[src/logic/wdtwk_pkg.sv]
// Package with register map, field layout, reset values and timing counts
package wdtwk_pkg;
	localparam logic [1:0] WDTWK_ADDR_CONTROL = 2'h0;
	localparam logic [1:0] WDTWK_ADDR_FLAGS = 2'h1;
	localparam logic [1:0] WDTWK_ADDR_STATUS = 2'h2;
	localparam logic [1:0] WDTWK_ADDR_WAKE_EN = 2'h3;
	localparam int WDTWK_KEY_LSB = 3;
	localparam int WDTWK_SEL_LSB = 0;
	localparam logic [4:0] WDTWK_KEY_DISABLE = 5'h15;
	localparam logic [4:0] WDTWK_KEY_ENABLE = 5'h0a;
	localparam logic [7:0] WDTWK_CONTROL_RESET = 8'h53;
	localparam logic [3:0] WDTWK_FLAGS_RESET = 4'h0;
	localparam logic [7:0] WDTWK_WAKE_EN_RESET = 8'h00;
	localparam int WDTWK_FLAG_WRF = 0;
	localparam int WDTWK_FLAG_RESET_CONTROL_KEY_FLAG = 3;
	localparam int WDTWK_STAT_TO = 0;
	localparam int WDTWK_STAT_PDF = 1;
	localparam int WDTWK_STAT_ASLEEP = 2;
	localparam int WDTWK_PIN_TWO = 2;
	localparam int WDTWK_CNT_W = 19;
	// Key reset delay in ns, and its cycle count at 50 MHz
	localparam int WDTWK_KEY_DELAY_NS = 1000;
	localparam int WDTWK_CLK_NS = 20;
	localparam int WDTWK_KEY_DELAY_CYC = (WDTWK_KEY_DELAY_NS + WDTWK_CLK_NS - 1) / WDTWK_CLK_NS;
	localparam int WDTWK_OSC_WAIT_CYC = 16;
	typedef enum logic [1:0] {WDTWK_RUN, WDTWK_HALTED, WDTWK_WAKING} wdtwk_mode_e;
	typedef struct packed {
		logic pc_sp_reset;
		logic full_reset;
		logic resume;
	} wdtwk_wake_s;
endpackage

[src/logic/wdtwk_core.sv]
// Watchdog timer with sleep (halt) wake-up control
// Notes on behaviour
// RULE_01 - Wake on reset pin, port edge, interrupt, overflow; code ignores pin two edges
// RULE_02 - Reset pin wake gives full system reset
// RULE_03 - Halted timeout sets flag, resets PC/SP only
// RULE_04 - Powerdown flag: clear at power-up/clear, halt sets
// RULE_05 - Enabled port pin falling edge wakes device; code never wakes on pin two, even when enabled
// RULE_06 - Port wake resumes after halt, no reset
// RULE_07 - Disabled interrupt wake resumes, serviced later
// RULE_08 - Flag pending at halt cannot wake
// RULE_09 - Counter runs on low-speed RC oscillator ticks
// RULE_10 - Select code picks 2^8 to 2^18 timeout
// RULE_11 - Key 10101 disables, 01010 enables watchdog
// RULE_12 - Bad key resets after delay, sets flag
// RULE_13 - Flag register bits 7..4 read zero
// RULE_14 - Bit 3 records bad reset-control key
// RULE_15 - Processor stopped; wake waits oscillator settle
// RULE_16 - Halt clears counter, counting continues if enabled
// RULE_17 - Halt sets powerdown flag, clears timeout flag
// RULE_18 - Clear instruction clears counter
// RULE_19 - Running timeout resets device, sets flag
// RULE_20 - Counter restarts at zero, overflows at ratio
//
// The address map and the strobed register port were left to the implementer.
`timescale 1ns/1ps
module wdtwk_core import wdtwk_pkg::*; #(
	parameter int PORT_W = 8,
	parameter int IRQ_W = 4,
	parameter int KEY_DELAY = WDTWK_KEY_DELAY_CYC,
	parameter int OSC_WAIT = WDTWK_OSC_WAIT_CYC
) (
	input wire logic clk,
	input wire logic rst_n,
	input wire logic power_up,
	input wire logic low_speed_rc_osc_tick,
	input wire logic ext_reset_pin_n,
	input wire logic [PORT_W-1:0] port_a_in,
	input wire logic [IRQ_W-1:0] irq_flag,
	input wire logic [IRQ_W-1:0] irq_enable,
	input wire logic halt_exec,
	input wire logic clr_wdt_exec,
	input wire logic rstc_key_bad,
	input wire logic [1:0] reg_addr,
	input wire logic [7:0] reg_wdata,
	input wire logic reg_write,
	input wire logic reg_read,
	output logic [7:0] reg_rdata,
	output logic cpu_stopped,
	output wdtwk_wake_s wake,
	output logic [IRQ_W-1:0] irq_service
);
	logic [7:0] control;
	logic [7:0] next_control;
	logic [3:0] flags;
	logic [3:0] next_flags;
	logic [7:0] wake_en;
	logic [7:0] next_wake_en;
	logic to_flag;
	logic next_to_flag;
	logic pd_flag;
	logic next_pd_flag;
	logic [WDTWK_CNT_W-1:0] count;
	logic [WDTWK_CNT_W-1:0] next_count;
	logic [PORT_W-1:0] port_prev;
	logic [IRQ_W-1:0] irq_mask;
	logic [IRQ_W-1:0] next_irq_mask;
	logic [IRQ_W-1:0] irq_held;
	logic [IRQ_W-1:0] next_irq_held;
	wdtwk_mode_e mode;
	wdtwk_mode_e next_mode;
	wdtwk_wake_s pend;
	wdtwk_wake_s next_pend;
	wdtwk_wake_s next_wake;
	logic [15:0] timer;
	logic [15:0] next_timer;
	logic key_bad_armed;
	logic next_key_bad_armed;
	logic [7:0] next_rdata;
	logic [4:0] key;
	logic [2:0] sel;
	logic overflow;
	logic wdt_on;
	logic key_bad;
	logic port_wake;
	logic irq_wake;
	logic wake_req;
	logic [WDTWK_CNT_W-1:0] limit;
	logic [PORT_W-1:0] port_mask;

	assign key = control[WDTWK_KEY_LSB +: 5];
	assign sel = control[WDTWK_SEL_LSB +: 3];
	assign wdt_on = (key == WDTWK_KEY_ENABLE); // RULE_11
	assign key_bad = (key != WDTWK_KEY_ENABLE) && (key != WDTWK_KEY_DISABLE); // RULE_12
	assign cpu_stopped = (mode != WDTWK_RUN); // RULE_15

	always_comb begin
		unique case (sel) // RULE_10
			3'h0: limit = 19'h00100;
			3'h1: limit = 19'h00400;
			3'h2: limit = 19'h01000;
			3'h3: limit = 19'h04000;
			3'h4: limit = 19'h08000;
			3'h5: limit = 19'h10000;
			3'h6: limit = 19'h20000;
			3'h7: limit = 19'h40000;
		endcase
	end
	// At or above, so a ratio shortened mid-count still trips instead of waiting for wrap
	assign overflow = wdt_on && low_speed_rc_osc_tick && (count >= limit - 19'h00001); // RULE_20

	always_comb begin
		port_mask = wake_en[PORT_W-1:0];
		port_mask[WDTWK_PIN_TWO] = 1'b0; // RULE_01
	end
	// Falling edge on an enabled pin other than pin two
	assign port_wake = |(port_prev & ~port_a_in & port_mask); // RULE_05
	// Only flags that rose after the halt may wake
	assign irq_wake = |(irq_flag & ~irq_held); // RULE_08
	assign wake_req = port_wake || irq_wake || !ext_reset_pin_n || overflow; // RULE_01

	always_comb begin
		next_control = control;
		next_wake_en = wake_en;
		next_flags = flags;
		next_to_flag = to_flag;
		next_pd_flag = pd_flag;
		next_count = count;
		next_mode = mode;
		next_pend = pend;
		next_timer = timer;
		next_irq_held = irq_held;
		next_irq_mask = irq_mask;
		next_key_bad_armed = key_bad_armed;
		next_wake = '0;
		next_rdata = 8'h00;
		if (reg_write && reg_addr == WDTWK_ADDR_CONTROL)
			next_control = reg_wdata;
		if (reg_write && reg_addr == WDTWK_ADDR_WAKE_EN)
			next_wake_en = reg_wdata;
		if (reg_write && reg_addr == WDTWK_ADDR_FLAGS)
			next_flags = reg_wdata[3:0];
		if (rstc_key_bad)
			next_flags[WDTWK_FLAG_RESET_CONTROL_KEY_FLAG] = 1'b1; // RULE_14
		if (wdt_on && low_speed_rc_osc_tick)
			next_count = overflow ? '0 : count + 19'h00001; // RULE_09
		if (clr_wdt_exec) begin
			next_count = '0; // RULE_18
			next_pd_flag = 1'b0; // RULE_04
		end
		// Bad key: counter held clear, reset issued once delay expires
		if (key_bad) begin
			next_count = '0;
			if (!key_bad_armed) begin
				next_key_bad_armed = 1'b1;
				next_timer = 16'(KEY_DELAY);
			end else if (timer != 16'h0000) begin
				next_timer = timer - 16'h0001;
			end else begin
				next_flags[WDTWK_FLAG_WRF] = 1'b1; // RULE_12
				next_wake.full_reset = 1'b1; // RULE_12
				next_control = WDTWK_CONTROL_RESET;
				next_key_bad_armed = 1'b0;
				next_mode = WDTWK_RUN;
			end
		end else begin
			next_key_bad_armed = 1'b0;
		end
		irq_service = irq_flag & irq_enable & ~irq_mask; // RULE_07
		next_irq_mask = irq_mask & ~irq_enable; // RULE_07
		unique case (mode)
			WDTWK_RUN: begin
				if (overflow) begin
					next_to_flag = 1'b1; // RULE_19
					next_wake.full_reset = 1'b1; // RULE_19
				end else if (halt_exec && !key_bad) begin
					next_count = '0; // RULE_16
					next_pd_flag = 1'b1; // RULE_17
					next_to_flag = 1'b0; // RULE_17
					next_irq_held = irq_flag; // RULE_08
					next_mode = WDTWK_HALTED;
				end
			end
			WDTWK_HALTED: begin
				if (wake_req) begin
					next_pend = '0;
					if (!ext_reset_pin_n) begin
						next_pend.full_reset = 1'b1; // RULE_02
					end else if (overflow) begin
						next_to_flag = 1'b1; // RULE_03
						next_pend.pc_sp_reset = 1'b1; // RULE_03
					end else begin
						next_pend.resume = 1'b1; // RULE_06
						next_irq_mask = irq_flag & ~irq_held & ~irq_enable; // RULE_07
					end
					next_timer = 16'(OSC_WAIT);
					next_mode = WDTWK_WAKING;
				end
			end
			WDTWK_WAKING: begin
				// Oscillator restart is modelled as a fixed settle count
				if (timer != 16'h0000) begin
					next_timer = timer - 16'h0001; // RULE_15
				end else begin
					next_wake = pend;
					next_mode = WDTWK_RUN;
				end
			end
		endcase
		if (!ext_reset_pin_n && mode == WDTWK_RUN)
			next_wake.full_reset = 1'b1;
		if (reg_read) begin
			unique case (reg_addr)
				WDTWK_ADDR_CONTROL: next_rdata = control;
				WDTWK_ADDR_FLAGS: next_rdata = {4'h0, flags}; // RULE_13
				WDTWK_ADDR_STATUS: next_rdata = {5'h00, cpu_stopped, pd_flag, to_flag};
				WDTWK_ADDR_WAKE_EN: next_rdata = wake_en;
			endcase
		end
	end

	always_ff @(posedge clk) begin
		if (!rst_n) begin
			control <= WDTWK_CONTROL_RESET;
			wake_en <= WDTWK_WAKE_EN_RESET;
			flags <= WDTWK_FLAGS_RESET;
			to_flag <= 1'b0;
			pd_flag <= 1'b0;
			count <= '0;
			mode <= WDTWK_RUN;
			pend <= '0;
			timer <= 16'h0000;
			irq_held <= '0;
			irq_mask <= '0;
			key_bad_armed <= 1'b0;
			wake <= '0;
			reg_rdata <= 8'h00;
			port_prev <= '1;
		end else begin
			control <= next_control;
			wake_en <= next_wake_en;
			flags <= next_flags;
			to_flag <= next_to_flag;
			pd_flag <= power_up ? 1'b0 : next_pd_flag; // RULE_04
			count <= next_count;
			mode <= next_mode;
			pend <= next_pend;
			timer <= next_timer;
			irq_held <= next_irq_held;
			irq_mask <= next_irq_mask;
			key_bad_armed <= next_key_bad_armed;
			wake <= next_wake;
			reg_rdata <= next_rdata;
			port_prev <= port_a_in;
		end
	end

	AST_HALT_FLAGS: assert property (@(posedge clk) disable iff (!rst_n) // RULE_17
		(mode == WDTWK_RUN && halt_exec && !overflow && !key_bad && !power_up) |=> (pd_flag && !to_flag && count == '0))
		else $error("halt did not set powerdown and clear timeout");
	AST_CLR_COUNT: assert property (@(posedge clk) disable iff (!rst_n) // RULE_18
		clr_wdt_exec |=> (count == '0))
		else $error("clear instruction left counter nonzero");
	AST_PD_CLR: assert property (@(posedge clk) disable iff (!rst_n) // RULE_04
		(clr_wdt_exec || power_up) |=> !pd_flag)
		else $error("powerdown flag not cleared");
	AST_DISABLED_STILL: assert property (@(posedge clk) disable iff (!rst_n) // RULE_11
		(key == WDTWK_KEY_DISABLE && !reg_write && !clr_wdt_exec && !halt_exec) |=> $stable(count))
		else $error("disabled watchdog counted");
	AST_RUN_TIMEOUT: assert property (@(posedge clk) disable iff (!rst_n) // RULE_19
		(mode == WDTWK_RUN && overflow) |=> (to_flag && wake.full_reset))
		else $error("running timeout did not reset");
	AST_SLEEP_TIMEOUT: assert property (@(posedge clk) disable iff (!rst_n) // RULE_03
		(mode == WDTWK_HALTED && overflow && ext_reset_pin_n && !key_bad) |=> (to_flag && pend.pc_sp_reset && !pend.full_reset))
		else $error("halted timeout handled wrongly");
	AST_PORT_WAKE: assert property (@(posedge clk) disable iff (!rst_n) // RULE_05
		(mode == WDTWK_HALTED && port_wake && !key_bad) |=> (mode == WDTWK_WAKING))
		else $error("port edge did not wake");
	AST_SETTLE: assert property (@(posedge clk) disable iff (!rst_n) // RULE_15
		(mode == WDTWK_HALTED ##1 mode == WDTWK_WAKING) |-> cpu_stopped [*2])
		else $error("processor released before settle");
	AST_PENDING_IRQ: assert property (@(posedge clk) disable iff (!rst_n) // RULE_08
		(mode == WDTWK_HALTED && !(|(irq_flag & ~irq_held)) && !port_wake && ext_reset_pin_n && !overflow && !key_bad)
		|=> (mode == WDTWK_HALTED))
		else $error("held interrupt caused wake");
	AST_RST_ZERO: assert property (@(posedge clk) disable iff (!rst_n) // RULE_13
		$past(reg_read && reg_addr == WDTWK_ADDR_FLAGS) |-> (reg_rdata[7:4] == 4'h0))
		else $error("flag register upper bits nonzero");

	AST_STAY_HALTED: assert property (@(posedge clk) disable iff (!rst_n) // RULE_15
		(mode == WDTWK_HALTED && !wake_req && !key_bad) |=> (mode == WDTWK_HALTED))
		else $error("left halt with no wake cause");

	AST_WAKE_LEAVES: assert property (@(posedge clk) disable iff (!rst_n) // RULE_01
		(mode == WDTWK_HALTED && wake_req && !key_bad) |=> (mode == WDTWK_WAKING))
		else $error("wake cause ignored while halted");

	AST_EXT_FULL: assert property (@(posedge clk) disable iff (!rst_n) // RULE_02
		(mode == WDTWK_HALTED && !ext_reset_pin_n && !key_bad) |=> (pend.full_reset && !pend.pc_sp_reset && !pend.resume))
		else $error("reset pin wake not a full reset");

	AST_PORT_RESUME: assert property (@(posedge clk) disable iff (!rst_n) // RULE_06
		(mode == WDTWK_HALTED && port_wake && ext_reset_pin_n && !overflow && !key_bad)
		|=> (pend.resume && !pend.full_reset && !pend.pc_sp_reset))
		else $error("port wake did not resume");

	AST_WAKE_AFTER_SETTLE: assert property (@(posedge clk) disable iff (!rst_n) // RULE_15
		(mode == WDTWK_WAKING && timer == 16'h0000 && !key_bad) |=> (mode == WDTWK_RUN && wake == $past(pend)))
		else $error("settle end did not release");

	AST_NO_EARLY_WAKE: assert property (@(posedge clk) disable iff (!rst_n) // RULE_15
		(mode == WDTWK_WAKING && timer != 16'h0000 && !key_bad) |=> (wake == '0 && cpu_stopped))
		else $error("wake pulse before settle");

	AST_HALT_STOPS: assert property (@(posedge clk) disable iff (!rst_n) // RULE_16
		(mode == WDTWK_RUN && halt_exec && !overflow && !key_bad) |=> cpu_stopped)
		else $error("halt did not stop processor");

	AST_HALT_COUNTS: assert property (@(posedge clk) disable iff (!rst_n) // RULE_16
		(mode == WDTWK_HALTED && wdt_on && low_speed_rc_osc_tick && !overflow && !clr_wdt_exec)
		|=> (count == $past(count) + 19'h00001))
		else $error("enabled counter stopped in halt");

	AST_COUNT_WRAP: assert property (@(posedge clk) disable iff (!rst_n) // RULE_20
		overflow |=> (count == '0))
		else $error("counter not restarted after overflow");

	AST_KEY_RESET: assert property (@(posedge clk) disable iff (!rst_n) // RULE_12
		(mode == WDTWK_RUN && key_bad && key_bad_armed && timer == 16'h0000)
		|=> (wake.full_reset && flags[WDTWK_FLAG_WRF] && control == WDTWK_CONTROL_RESET))
		else $error("bad key reset missing");

	AST_KEY_CLEARS: assert property (@(posedge clk) disable iff (!rst_n) // RULE_12
		key_bad |=> (count == '0))
		else $error("counter ran under bad key");

	AST_RESET_CONTROL_KEY_FLAG_SET: assert property (@(posedge clk) disable iff (!rst_n) // RULE_14
		rstc_key_bad |=> flags[WDTWK_FLAG_RESET_CONTROL_KEY_FLAG])
		else $error("reset control key flag not set");

	AST_WAKE_ONEHOT: assert property (@(posedge clk) disable iff (!rst_n) // RULE_01
		$onehot0(wake))
		else $error("more than one wake kind at once");

	AST_RESUME_KEEPS_TO: assert property (@(posedge clk) disable iff (!rst_n) // RULE_06
		(mode == WDTWK_HALTED && wake_req && ext_reset_pin_n && !overflow && !key_bad) |=> $stable(to_flag))
		else $error("resume wake changed timeout flag");

	AST_MASK_CLEARS: assert property (@(posedge clk) disable iff (!rst_n) // RULE_07
		(|(irq_mask & irq_enable)) |=> !(|(irq_mask & $past(irq_enable))))
		else $error("enabled interrupt still masked");

	AST_HALT_HOLDS_IRQ: assert property (@(posedge clk) disable iff (!rst_n) // RULE_08
		(mode == WDTWK_RUN && halt_exec && !overflow && !key_bad) |=> (irq_held == $past(irq_flag)))
		else $error("pending flags not captured at halt");

	AST_RUN_STAYS: assert property (@(posedge clk) disable iff (!rst_n) // RULE_15
		(mode == WDTWK_RUN && !halt_exec) |=> !cpu_stopped)
		else $error("processor stopped without halt");
endmodule

[config.mk]
export PLATFORM = sky130hd
export DESIGN_NAME = wdtwk_core
export DESIGN_NICKNAME = d
export VERILOG_FILES = /design/src/logic/wdtwk_pkg.sv /design/src/logic/wdtwk_core.sv
export SDC_FILE = /design/constraint.sdc
export NUM_CORES = 1
export LEC_CHECK = 0
export BUFFER_PORTS_ARGS = -buffer_cell sky130_fd_sc_hd__buf_2
export CAP_MARGIN = 0
export CORE_AREA = 2 2 103 105
export CTS_BUF_LIST = sky130_fd_sc_hd__clkbuf_8
export CTS_CLUSTER_DIAMETER = 100
export DETAILED_ROUTE_END_ITERATION = 16
export DIE_AREA = 0 0 105 107
export GPL_ROUTABILITY_DRIVEN = 0
export PLACE_DENSITY = 0.77
export SYNTH_ARGS = -nofsm -noshare
export SYNTH_HDL_FRONTEND = slang
export SYNTH_SLANG_ARGS = --single-unit
export TNS_END_PERCENT = 1
[constraint.sdc]
create_clock -name clk -period 2.9 [get_ports clk]
set_input_delay 0.145 -clock clk [delete_from_list [all_inputs] [get_ports clk]]
set_output_delay 0.145 -clock clk [all_outputs]
set_load 0.1 [all_outputs]
==> impl_results.md <==
- Reg2reg start: limit[12]
- Hold Vio Cnt, Final: 0
- Crit-path leading delay family: simple AND/OR/NAND/NOR gates
- Row count: 37
- Top post-synthesis cells by area: dfxtp_1, ha_1, nor2_1
- Leak: 2.40 nW
- Startpoint types: flop
- Worst Path Arrival: 3.28 ns
- Sequential Power Share: 39.0%
- Max incr delay on CP: 0.43 ns
- Worst path slowest cell: or4_4
- RSZ-0062 raised after global routing: true
- Hold Path Class: in -> reg
- HPWL after DPL: 10.3 mm
- Initial antenna violation count: 0
- Yosys top cell area share: 35.2%
- Sw Ratio: 40.4%
- Worst setup margin: -0.112 ns
- Share of cells above drive strength 1: 19.7%
- Max Clk Rate: 0.332 GHz
- CTS tree: done
- Sw Pwr: 1.57 mW
- Clk pin slew, worst setup/hold paths: 0.10 ns
- Post-Route WL: 14.7 mm
- Slew Limit Headroom: 55.4%
- Post-synth EDFFs: 0
- CP required: 3.17 ns
- Die extent in y: 107 um
- Synth Area per Inst: 8.73 um^2
- Max VDD drop: 540 uV
- Vias per cell: 6.27
- Crit path from: limit[12]
- Clk pwr share: 22.3%
- Chip Width: 105 um
- Asr flop ratio synth: 0%
- Largest net degree at the start of global routing: 36
- # IOs: 52
- Pwr Total: 3.89 mW
- Critical path class: reg -> reg
- Core area: 10100 um^2
- Slew at the pin closest to its max-slew limit: 0.666 ns
- Crit path cell chain: or3_4 > or4_4 > buf_6 > xor2_1 > ha_1 > nand4_1 > nor2_2 > o211ai_2 > a41oi_4 > clkbuf_16 > a22oi_2
- Gr usage total: 26.7%
- Synth area leader: dfxtp_1
- Post-synthesis mux area share: 3.95%
- WL/cell: 17.7 um
- Num CTS Buffers: 9
- PwrDens: 616 nW/um^2
- Status: finished with violations
- Yosys reg bits: 97
- Synth Flop Type: dfxtp_1
- Post-DP Area: 5920 um^2
- Mapped cell area: 5510 um^2
- Biggest fanout along the worst timing path: 5
- Worst-skew pair later-pin latency: 0.39 ns
- Nets: 743
- Largest family of logic cells by synthesized area: simple AND/OR/NAND/NOR gates
- CP bufs+invs: 2
- Crit. End Element: flop
- Synth-to-layout area growth: 14.6%
- # setup viols final: 36
- Max Cap Violations: 0
- Worst-case clock buffer depth: 2
- Fin Setup TNS: -2.07 ns
- Synth Instances: 631
- Global-route wire length before repair: 24.2 mm
- Fill cells: 860
- Xor/xnor share of the synthesized area: 4.77%
- Adder-Cell Fraction of Synth Area: 4.09%
- Worst hold start: irq_flag[3]
- Register area share after synthesis: 35.2%
- Iteration-0 DRC Markers: 367
- Netlist cell types: 84
- Synthesized Nets: 685
- Compound-Gate Fraction of Synth Area: 18.3%
- Total gr overflow: 0
- Root buffer cell: clkbuf_8
- P_int: 2.32 mW
- Fin crit period: 3.01 ns
- Post-route DRC violation count: 0
- Final instance area: 6320 um^2
- # port buffers: 50
- Vias in the first global route: 5092
- Final design utilization: 62.6%
- Slew Limit Fails: 0
- ANT cells: 0
- Failing checks: setup timing
- Comb power frac: 38.8%
- Final worst path period share: 104%
- Starting Density: 54.6%
- First-pass DRT Iterations: 5
- CTS sink cnt: 97
- Post-DRT Antenna Nets: 0
- Simple-Gate Fraction of Synth Area: 29.3%
- Clock skew: 0.0165 ns
- Ys Warns: 0
- Die area: 11200 um^2
- H-tree Lvls: 3
- Vias: 5200
==> worst min-delay path, delay by kind of cell <==
family	cells	cell delay [ns]
buffers and inverters	1	0.11
AND/OR/NAND/NOR	1	0.05
multiplexers	1	0.05
==> per-layer routing <==
layer,GRT usage [%],vias to the layer above,routed length [um]
met3,3.77,37,881
met5,0,-,0
met4,12.5,0,411
met1,32.5,2496,6080
li1,-,2458,-
met2,46.7,209,7310
==> final cells by class <==
type | count | area, um^2 | share of cell area [%]
inverter | 19 | 71.3 | 1.13
sequential | 97 | 1940 | 30.8
tap | 136 | 170 | 2.69
timing repair buffer | 81 | 537 | 8.50
clock buffer | 10 | 138 | 2.18
clock inverter | 6 | 50.0 | 0.792
multi-input combinational | 481 | 3410 | 53.9
==> Yosys cell counts (10+ instances only) <==
| library cell | n |
|---|---|
| nand4_1 | 20 |
| nor4_1 | 12 |
| nand3b_1 | 15 |
| nand2_1 | 51 |
| clkbuf_1 | 22 |
| ha_1 | 18 |
| nand2b_1 | 16 |
| a21oi_1 | 40 |
| a211oi_1 | 11 |
| xor2_1 | 10 |
| dfxtp_1 | 97 |
| xnor2_1 | 20 |
| mux2i_1 | 15 |
| o21ai_0 | 17 |
| nor2_1 | 56 |
| inv_1 | 18 |
| nand3_1 | 35 |
==> logic make-up (layout without fill, tap and decap cells) <==
group	after synthesis	after routing
flops	97	97
buf+inv	53	116
xor+xnor	30	30
compound gates	136	136
mux	18	18
fa+ha+maj	18	18
simple gates	279	279
==> path summary, 6_finish.rpt <==
kind / slack, ns / endpoint / depth (start not counted)
setup / recovery: -0.11 / timer[15] / 11
hold / removal: 0.02 / irq_held[3] / 3
setup reg to reg: -0.11 / timer[15] / 11
hold reg to reg: 0.46 / irq_held[3] / 2
==> stage by stage <==
step | cells | worst slack, ns | hold WS (ns)
2_1_floorplan | 631 | -0.00550 | 0.210
3_3_place_gp | 803 | -0.0677 | 0.322
3_5_place_dp | 803 | -0.162 | 0.330
4_1_cts | 828 | -0.0659 | 0.00192
5_1_grt | 830 | -0.191 | 0.0146
6_report | 830 | -0.112 | 0.0178
==> sequential cells by signal, summed over array words and instances (netlist names) <==
register       flops
timer             16
count             19
wake               3
reg_rdata          8
control            8
pd_flag            1
irq_mask           4
flags              4
mode               2
port_prev          7
key_bad_armed      1
wake_en            8
to_flag            1
pend               3
irq_held           4
limit              8
==> power groups by stage <==
| stage | logic (mW) | clock network [mW] | registers [mW] |
|---|---|---|---|
| 3_5_place_dp | 1.42 | 0 | 1.54 |
| 5_1_grt | 1.62 | 0.928 | 1.53 |
| 4_1_cts | 1.44 | 0.883 | 1.51 |
| 2_1_floorplan | 1.08 | 0 | 1.53 |
| 6_report | 1.51 | 0.866 | 1.52 |
| 3_3_place_gp | 1.38 | 0 | 1.53 |
==> placed cells by master, fill, tap and decap left out, types with 15 or more instances in the layout <==
master | Yosys | final
ha_1 | 18 | 18
dfxtp_1 | 97 | 96
xnor2_1 | 20 | 20
buf_2 | 5 | 50
nand4_1 | 20 | 20
nor2_1 | 56 | 55
nand2b_1 | 16 | 16
nand3b_1 | 15 | 15
mux2i_1 | 15 | 15
nand2_1 | 51 | 51
o21ai_0 | 17 | 16
nand3_1 | 35 | 35
buf_4 | 1 | 20
a21oi_1 | 40 | 39
inv_1 | 18 | 18
==> what timing repair did <==
item	in CTS	in global routing
cloned	0	1
hold buffers	8	0
setup endpoints to repair	45	49
pin swaps	2	13
setup buffers	1	1
hold endpoints to repair	8	0
gates resized for setup	7	9
Power figures use the tool's default switching activity.
